### src/pkg/sr_lowpower_consts.vh
// timing constants for the rectifier low-consumption mode control
`ifndef SR_LOWPOWER_CONSTS_VH
`define SR_LOWPOWER_CONSTS_VH
// clock period in ns
`define CLK_PERIOD_NS 40
// fixed sleep margin in ns, cycles rounded up
`define SLEEP_MARGIN_NS 300
`define SLEEP_MARGIN_CYC ((`SLEEP_MARGIN_NS + `CLK_PERIOD_NS - 1) / `CLK_PERIOD_NS)
// sleep-out factor 1.2 written as 12/10
`define SLEEP_OUT_NUM 12
`define SLEEP_OUT_DEN 10
// default minimum on-time, maximum on-time and stop timeout in cycles
`define MIN_ON_DEFAULT 16'h0019
`define MAX_ON_DEFAULT 16'h0271
`define STOP_TIMEOUT_DEFAULT 16'h0fa0
// width of all time counters
`define TIME_W 16
// start-up option sensing lasts this many switching cycles
`define STRAP_CYCLES 3'h5
`endif

### src/hdl/sat_counter.v
// saturating cycle counter with synchronous clear
`timescale 1ns/1ps
module sat_counter #(
  parameter W = 16
) (
  // clock and reset
  input wire clk,
  input wire srst,
  // control
  input wire clear,
  input wire run,
  // count
  output reg [W-1:0] count
);
  always @(posedge clk) begin
    if (srst || clear) begin
      count <= {W{1'b0}};
    end else if (run && (count != {W{1'b1}})) begin
      count <= count + {{(W-1){1'b0}}, 1'b1};
    end
  end
endmodule

### src/hdl/sr_lowpower_ctrl.v
// low-consumption mode control and gate timing for a synchronous rectifier
//
// Functional notes
// RL1: sleep when conduction at most min plus 300ns
// RL2: wake when conduction exceeds 1.2 min plus 300ns
// RL3: conduction timed from drain fall to rise
// RL4: state changes after a single qualifying cycle
// RL5: burst when drain high beyond stop timeout
// RL6: sleep-out at first drain fall after burst
// RL7: first resumed cycle drives no gate
// RL8: second resumed cycle drives exactly min on-time
// RL9: burst from sleep needs one sleep-out cycle
// RL10: close aux switch below switchover until turn-on
// RL11: gate pulse capped at maximum on-time
// RL12: after option sensing start asleep, wake by threshold
// RL13: times are cycle-count parameters
`timescale 1ns/1ps
`include "sr_lowpower_consts.vh"
module sr_lowpower_ctrl #(
  parameter [`TIME_W-1:0] MIN_ON = `MIN_ON_DEFAULT,
  parameter [`TIME_W-1:0] MAX_ON = `MAX_ON_DEFAULT,
  parameter [`TIME_W-1:0] STOP_TIMEOUT = `STOP_TIMEOUT_DEFAULT
) (
  // clock and reset
  input wire clk,
  input wire srst,
  // drain sense comparator: high while drain above arming threshold
  input wire drain_sense,
  // supply comparators
  input wire supply_below_switchover,
  input wire supply_above_turn_on,
  // gate drive and auxiliary supply switch
  output reg gate_drive,
  output reg aux_switch_on,
  // mode status
  output reg sleep_mode,
  output reg burst_mode,
  output reg run_mode
);
  // ****************************************
  // thresholds
  // ****************************************
  // see RL13
  // the margin is rounded up, so a borderline cycle still counts as short
  localparam [31:0] MARGIN_WIDE = `SLEEP_MARGIN_CYC;
  localparam [`TIME_W-1:0] MARGIN = MARGIN_WIDE[`TIME_W-1:0];
  localparam [`TIME_W-1:0] SLEEP_IN_THR = MIN_ON + MARGIN; // see RL1
  localparam [31:0] OUT_WIDE = (MIN_ON * `SLEEP_OUT_NUM) / `SLEEP_OUT_DEN;
  localparam [`TIME_W-1:0] SLEEP_OUT_THR = OUT_WIDE[`TIME_W-1:0] + MARGIN; // see RL2

  // states, one-hot
  localparam [5:0] ST_STRAP = 6'h01;
  localparam [5:0] ST_SLEEP = 6'h02;
  localparam [5:0] ST_RUN = 6'h04;
  localparam [5:0] ST_BURST = 6'h08;
  localparam [5:0] ST_SKIP = 6'h10;
  localparam [5:0] ST_MINPULSE = 6'h20;

  // ****************************************
  // input synchronisers
  // ****************************************
  reg [1:0] ds_sync;
  reg [1:0] sw_sync;
  reg [1:0] on_sync;
  reg ds_prev;
  always @(posedge clk) begin
    if (srst) begin
      ds_sync <= 2'h3;
      sw_sync <= 2'h0;
      on_sync <= 2'h0;
      ds_prev <= 1'b1;
    end else begin
      ds_sync <= {ds_sync[0], drain_sense};
      sw_sync <= {sw_sync[0], supply_below_switchover};
      on_sync <= {on_sync[0], supply_above_turn_on};
      ds_prev <= ds_sync[1];
    end
  end
  wire ds = ds_sync[1];
  wire ds_fall = ds_prev && !ds;
  wire ds_rise = !ds_prev && ds;

  // ****************************************
  // conduction and stop timers
  // ****************************************
  wire [`TIME_W-1:0] cond_count;
  wire [`TIME_W-1:0] high_count;
  // conduction counted while drain is low; cleared on the falling edge
  sat_counter #(.W(`TIME_W)) u_cond (
    .clk(clk),
    .srst(srst),
    .clear(ds_fall),
    .run(!ds),
    .count(cond_count)
  ); // see RL3
  sat_counter #(.W(`TIME_W)) u_high (
    .clk(clk),
    .srst(srst),
    .clear(!ds),
    .run(ds),
    .count(high_count)
  );
  // the counter misses the falling-edge cycle, so one is added back; saturation holds the top value
  wire cond_full = (cond_count == {`TIME_W{1'b1}});
  reg [`TIME_W-1:0] cond_meas;
  always @* begin
    if (cond_full) begin
      cond_meas = cond_count;
    end else begin
      cond_meas = cond_count + {{(`TIME_W-1){1'b0}}, 1'b1};
    end
  end
  wire cond_long = ds_rise && (cond_meas > SLEEP_OUT_THR); // see RL2
  wire cond_short = ds_rise && (cond_meas <= SLEEP_IN_THR); // see RL1
  wire stop_seen = ds && (high_count > STOP_TIMEOUT); // see RL5

  // ****************************************
  // mode state machine
  // ****************************************
  reg [5:0] state;
  reg [5:0] next_state;
  reg [2:0] strap_cnt;
  reg burst_from_sleep;
  reg next_burst_from_sleep;
  always @* begin
    next_state = state;
    next_burst_from_sleep = burst_from_sleep;
    case (state)
      ST_STRAP: begin
        if (ds_rise && strap_cnt == `STRAP_CYCLES - 3'h1) begin
          next_state = ST_SLEEP; // see RL12
        end
      end
      ST_SLEEP: begin
        if (stop_seen) begin
          next_state = ST_BURST;
          next_burst_from_sleep = 1'b1;
        end else if (cond_long) begin
          next_state = ST_RUN; // see RL4
        end
      end
      ST_RUN: begin
        if (stop_seen) begin
          next_state = ST_BURST;
          next_burst_from_sleep = 1'b0;
        end else if (cond_short) begin
          next_state = ST_SLEEP; // see RL1
        end
      end
      ST_BURST: begin
        if (ds_fall) begin
          // from sleep the normal wake threshold applies
          next_state = burst_from_sleep ? ST_SLEEP : ST_SKIP; // see RL6
          if (burst_from_sleep) begin
            next_state = ST_SLEEP; // see RL9
          end
        end
      end
      ST_SKIP: begin
        if (stop_seen) begin
          next_state = ST_BURST;
        end else if (ds_fall) begin
          next_state = ST_MINPULSE; // see RL7
        end
      end
      ST_MINPULSE: begin
        if (stop_seen) begin
          next_state = ST_BURST;
        end else if (ds_rise) begin
          next_state = ST_RUN; // see RL8
        end
      end
      default: begin
        next_state = ST_STRAP;
      end
    endcase
  end

  always @(posedge clk) begin
    if (srst) begin
      state <= ST_STRAP;
      burst_from_sleep <= 1'b0;
    end else begin
      state <= next_state;
      burst_from_sleep <= next_burst_from_sleep;
    end
  end

  // ****************************************
  // option sensing cycle count
  // ****************************************
  // counts drain rises only while sensing; it is not needed afterwards
  always @(posedge clk) begin
    if (srst) begin
      strap_cnt <= 3'h0;
    end else if (state == ST_STRAP && ds_rise) begin
      strap_cnt <= strap_cnt + 3'h1; // see RL12
    end
  end

  // ****************************************
  // gate drive
  // ****************************************
  // pulse starts the cycle after drain fall and ends at drain rise, max or min limit
  reg gate_en;
  reg [`TIME_W-1:0] pulse_cnt;
  // cycles driven so far, counting the one on the pin now; one bit wider so a saturated count cannot wrap
  wire [`TIME_W:0] pulse_done = {1'b0, pulse_cnt} + {{`TIME_W{1'b0}}, gate_drive};
  wire [`TIME_W:0] max_lim = {1'b0, MAX_ON};
  wire [`TIME_W:0] min_lim = {1'b0, MIN_ON};
  // the fall cycle itself never drives: the count of the last pulse still stands there
  wire pulse_ok = !ds && !ds_fall;
  always @* begin
    gate_en = 1'b0;
    case (state)
      ST_RUN: begin
        gate_en = pulse_ok && (pulse_done < max_lim); // see RL11
      end
      ST_MINPULSE: begin
        gate_en = pulse_ok && (pulse_done < min_lim); // see RL8
      end
      ST_SKIP: begin
        gate_en = 1'b0; // see RL7
      end
      default: begin
        gate_en = 1'b0;
      end
    endcase
  end
  always @(posedge clk) begin
    if (srst) begin
      pulse_cnt <= {`TIME_W{1'b0}};
      gate_drive <= 1'b0;
    end else begin
      if (ds_fall) begin
        pulse_cnt <= {`TIME_W{1'b0}};
      end else if (gate_drive && pulse_cnt != {`TIME_W{1'b1}}) begin
        pulse_cnt <= pulse_cnt + {{(`TIME_W-1){1'b0}}, 1'b1};
      end
      // no drive in option sensing, sleep, burst or skip states
      gate_drive <= gate_en;
    end
  end

  // ****************************************
  // mode status decode
  // ****************************************
  // flags follow the next state so they change on the same edge as the state
  reg next_sleep;
  reg next_burst;
  reg next_run;
  always @* begin
    next_sleep = 1'b0;
    next_burst = 1'b0;
    next_run = 1'b0;
    case (next_state)
      ST_SLEEP: begin
        next_sleep = 1'b1;
      end
      ST_BURST: begin
        next_burst = 1'b1;
      end
      ST_RUN, ST_SKIP, ST_MINPULSE: begin
        next_run = 1'b1;
      end
      default: begin
        next_run = 1'b0;
      end
    endcase
  end

  // ****************************************
  // auxiliary supply switch and status
  // ****************************************
  always @(posedge clk) begin
    if (srst) begin
      aux_switch_on <= 1'b0;
      sleep_mode <= 1'b0;
      burst_mode <= 1'b0;
      run_mode <= 1'b0;
    end else begin
      // hysteresis: close below switchover, open once turn-on level is reached
      if (sw_sync[1]) begin
        aux_switch_on <= 1'b1; // see RL10
      end else if (on_sync[1]) begin
        aux_switch_on <= 1'b0;
      end
      sleep_mode <= next_sleep;
      burst_mode <= next_burst;
      run_mode <= next_run;
    end
  end
endmodule

### config.mk
export PLATFORM = sky130hd
export DESIGN_NAME = sr_lowpower_ctrl
export DESIGN_NICKNAME = d
export VERILOG_FILES = /design/src/hdl/sat_counter.v /design/src/hdl/sr_lowpower_ctrl.v
export VERILOG_INCLUDE_DIRS = /design/src /design/src/pkg
export SDC_FILE = /design/constraint.sdc
export NUM_CORES = 1
export LEC_CHECK = 0
export BUFFER_PORTS_ARGS = -buffer_cell sky130_fd_sc_hd__buf_2
export CAP_MARGIN = 20
export CELL_PAD_IN_SITES_DETAIL_PLACEMENT = 0
export CELL_PAD_IN_SITES_GLOBAL_PLACEMENT = 1
export CORE_ASPECT_RATIO = 1.5
export CORE_MARGIN = 2
export CORE_UTILIZATION = 30
export CTS_CLUSTER_DIAMETER = 80
export DETAILED_ROUTE_END_ITERATION = 8
export PLACE_DENSITY = 0.54
export SLEW_MARGIN = 20
export SYNTH_ARGS = -nofsm -noshare
export SYNTH_HDL_FRONTEND = slang
export SYNTH_SLANG_ARGS = --single-unit
export TNS_END_PERCENT = 30
### constraint.sdc
create_clock -name clk -period 2.21 [get_ports clk]
set_input_delay 0.5525 -clock clk [delete_from_list [all_inputs] [get_ports clk]]
set_output_delay 0.5525 -clock clk [all_outputs]
set_load 0.005 [all_outputs]
==> qor.txt <==
status = finished, final reports clean
Synth top area share = 35.9%
DRC Markers = 0
Flop pwr share = 42.8%
vias = 3500
clk slew on worst S/H paths = 60 ps
final hold violations = 0
Max VDD drop = 367 uV
die area = 0.0140 mm2
Longest Clk Path Bufs = 2
FF-to-FF setup slack = 110 ps
Synth Area in Compound Gates = 12.2%
routability cong. = 0.805
TritonCTS clock tree = yes
list of most frequent post-synthesis cells = nor2_1 (79), dfxtp_1 (70), nand2_1 (39), xnor2_1 (28), xor2_1 (25)
die height = 144 um
CTS sink count = 70
fmax = 0.475 GHz
Horiz. Die Dim = 97.2 um
Yosys reg bits = 70
Core Rows = 51
synthesized area = 0.00390 mm2
r2r worst-path depth = 10
adder-cell share of the synthesized area = 2.56%
WL/cell = 14.1 um
PortBufs = 9
Hold WS = 400 ps
simple-gate share of the synthesized area = 31.4%
reg-to-reg startpoint = u_cond.count[0]
Max-Cap Viols = 0
initial antenna violation count = 0
drt initial violations = 124
Seq/Total Area, Yosys = 35.9%
Syn Nets = 497
period utilisation layout = 95.2%
yosys warns = 0
number of synthesized flops with an enable pin = 0
GR Overflow Total = 0
Setup violations, final = 0
top cells by area, synth = dfxtp_1 (36%), nor2_1 (7.6%), xnor2_1 (6.3%)
post-synth top area cell = dfxtp_1
largest family of logic cells by synthesized area = simple AND/OR/NAND/NOR gates
startpoint class of the critical path = flip-flop
ant diodes = 0
NumNets Final = 545
type of the worst setup path = reg -> reg
Slew headroom = 65.3%
Setup crit end kind = flip-flop
hold_buf cts = 0
aggregate routed wire length = 9790 um
area growth from synthesis to layout = 23.9%
Synth Instances = 484
Starting Density = 30.4%
gr usage total = 15.0%
PwrDens = 619 mW/mm2
Synth Flop Type = dfxtp_1
Worst EP arrival = 2360 ps
mux share of post-synthesis cell area = 1.79%
count of cell types in the netlist = 59
first-pass GRT wire length = 16900 um
share of cells above drive strength 1 = 20.9%
Slew Limit Fails = 0
# IOs = 10
worst slack, placed = 22.4 ps
Post-Synth XOR/XNOR Area = 11.9%
Hold Path Depth = 2
Post-DP HPWL = 7360 um
Internal Power = 2.34 mW
clock latency on the worst-skew pair = 340 ps
most common cell in the synthesized netlist = nor2_1
Crit path required time = 2470 ps
largest net degree at the start of global routing = 33
Worst Hold End = ds_sync[0]
Switch Pwr = 649 uW
total negative slack = 0 ps
CTS buffer count = 9
ANT nets after route = 0
Pleak = 1.83 nW
min-delay src = drain_sense
Async SR Flop Fraction = 0%
Worst Slack Setup Final = 105 ps
Switching Share = 21.7%
CP max FO = 5
clock share of power = 53.6%
htree depth = 3
hold crit path type = in -> reg
Root Driver = clkbuf_16
post-layout util = 37.7%
Core Region = 0.0128 mm2
RR Endpoint = run_mode
skew final = 7.12 ps
RSZ-0062 raised after global routing = yes
measured slew at the worst slew-check pin = 518 ps
Pre-antenna DRT Iters = 4
Combinational Power Share = 3.6%
vias in the first global route = 3579
drt via density = 5.03
fin crit period = 2100 ps
Avg Cell Area, Syn = 8.07 um2
-- per-layer routing --
layer  track usage, %  wire, um
met5                0         0
met1             15.2      3840
met3             2.63       209
met4             6.30       207
met2             29.8      5540
-- logic make-up (layout without fill, tap and decap cells) --
logic type / count (synthesis) / after routing
buffers and inverters: 38 / 91
and+or+nand+nor: 235 / 235
xor gates and xnor gates: 53 / 53
AOI/OAI and AO/OA: 73 / 73
DFF: 70 / 70
adders and majority gates: 8 / 8
muxes: 7 / 7
-- repair_timing --
| action | 4_1_cts | 5_1_grt |
|---|---|---|
| buffers inserted | 0 | 3 |
| resized for setup | 0 | 23 |
| endpoints found under the setup margin | 0 | 10 |
-- area by class of cell --
| type | count | area (um2) |
|---|---|---|
| Clock inverter | 6 | 92.6 |
| Fill cell | 1323 | 7990 |
| Timing Repair Buffer | 59 | 424 |
| Multi-Input combinational cell | 376 | 2420 |
| Sequential cell | 70 | 1410 |
| Inverter | 16 | 60.1 |
| Clock buffer | 10 | 239 |
| Tap cell | 159 | 199 |
-- flip-flops by register name, summed over array words and instances, names as in the netlist --
name and flops:
ds_prev 1, state 6, burst_mode 1, u_high.count 16
pulse_cnt 16, strap_cnt 3, sleep_mode 1, aux_switch_on 1
run_mode 1, u_cond.count 16, burst_from_sleep 1, sw_sync 2
ds_sync 2, gate_drive 1, on_sync 2
-- placed cells by master (no fill, tap or decap), types with 3 or more instances in the layout --
| cell type | instances |
|---|---|
| nor4_1 | 5 |
| xor2_1 | 25 |
| nand2_1 | 38 |
| nand4_1 | 18 |
| nand3b_1 | 3 |
| nand2b_1 | 4 |
| xnor2_1 | 28 |
| a31oi_1 | 8 |
| nor3_2 | 3 |
| dfxtp_2 | 3 |
| nor2_1 | 77 |
| nand3_1 | 14 |
| a21oi_1 | 17 |
| and3_1 | 12 |
| clkbuf_16 | 9 |
| buf_4 | 49 |
| inv_1 | 16 |
| or2_2 | 6 |
| buf_2 | 9 |
| or3_1 | 3 |
| dfxtp_1 | 67 |
| and2_1 | 4 |
| nor3_1 | 15 |
| o21ai_0 | 18 |
| ha_1 | 6 |
| o22ai_1 | 5 |
| nor2b_1 | 6 |
| mux2i_1 | 7 |
-- per-stage QoR --
stage	power [mW]	std cells	instance area, um2
after CTS	3.05	693	4730
after global routing	3.10	696	4840
after floorplan	1.37	484	3910
after global placement	1.41	677	4400
after detailed placement	1.42	677	4400
final	2.99	696	4840
-- power by group through the flow --
stage	clock network [mW]	registers, mW	logic (mW)
after floorplan	0	1.31	0.0587
after global placement	0	1.31	0.106
after detailed placement	0	1.31	0.107
after CTS	1.66	1.28	0.108
after global routing	1.70	1.28	0.122
final	1.61	1.28	0.107
-- worst max-delay path, cell delays in order, from the launching register on --
cell and delay (ps):
dfxtp_2 330, ha_4 160, buf_6 110, or3b_2 430
mux2i_1 170, o22ai_2 120, a32oi_2 190, o31ai_2 90
o22ai_1 180, nand2_1 80, a31oi_1 150
-- worst max-delay path by stage --
stage | startpoint | endpoint
floorplan | u_cond.count[0] | run_mode
global placement | u_cond.count[0] | run_mode
detailed placement | u_cond.count[0] | run_mode
CTS | u_cond.count[0] | run_mode
global route | u_cond.count[0] | run_mode
finish | u_cond.count[0] | run_mode
(Power assumes the default switching activity.)
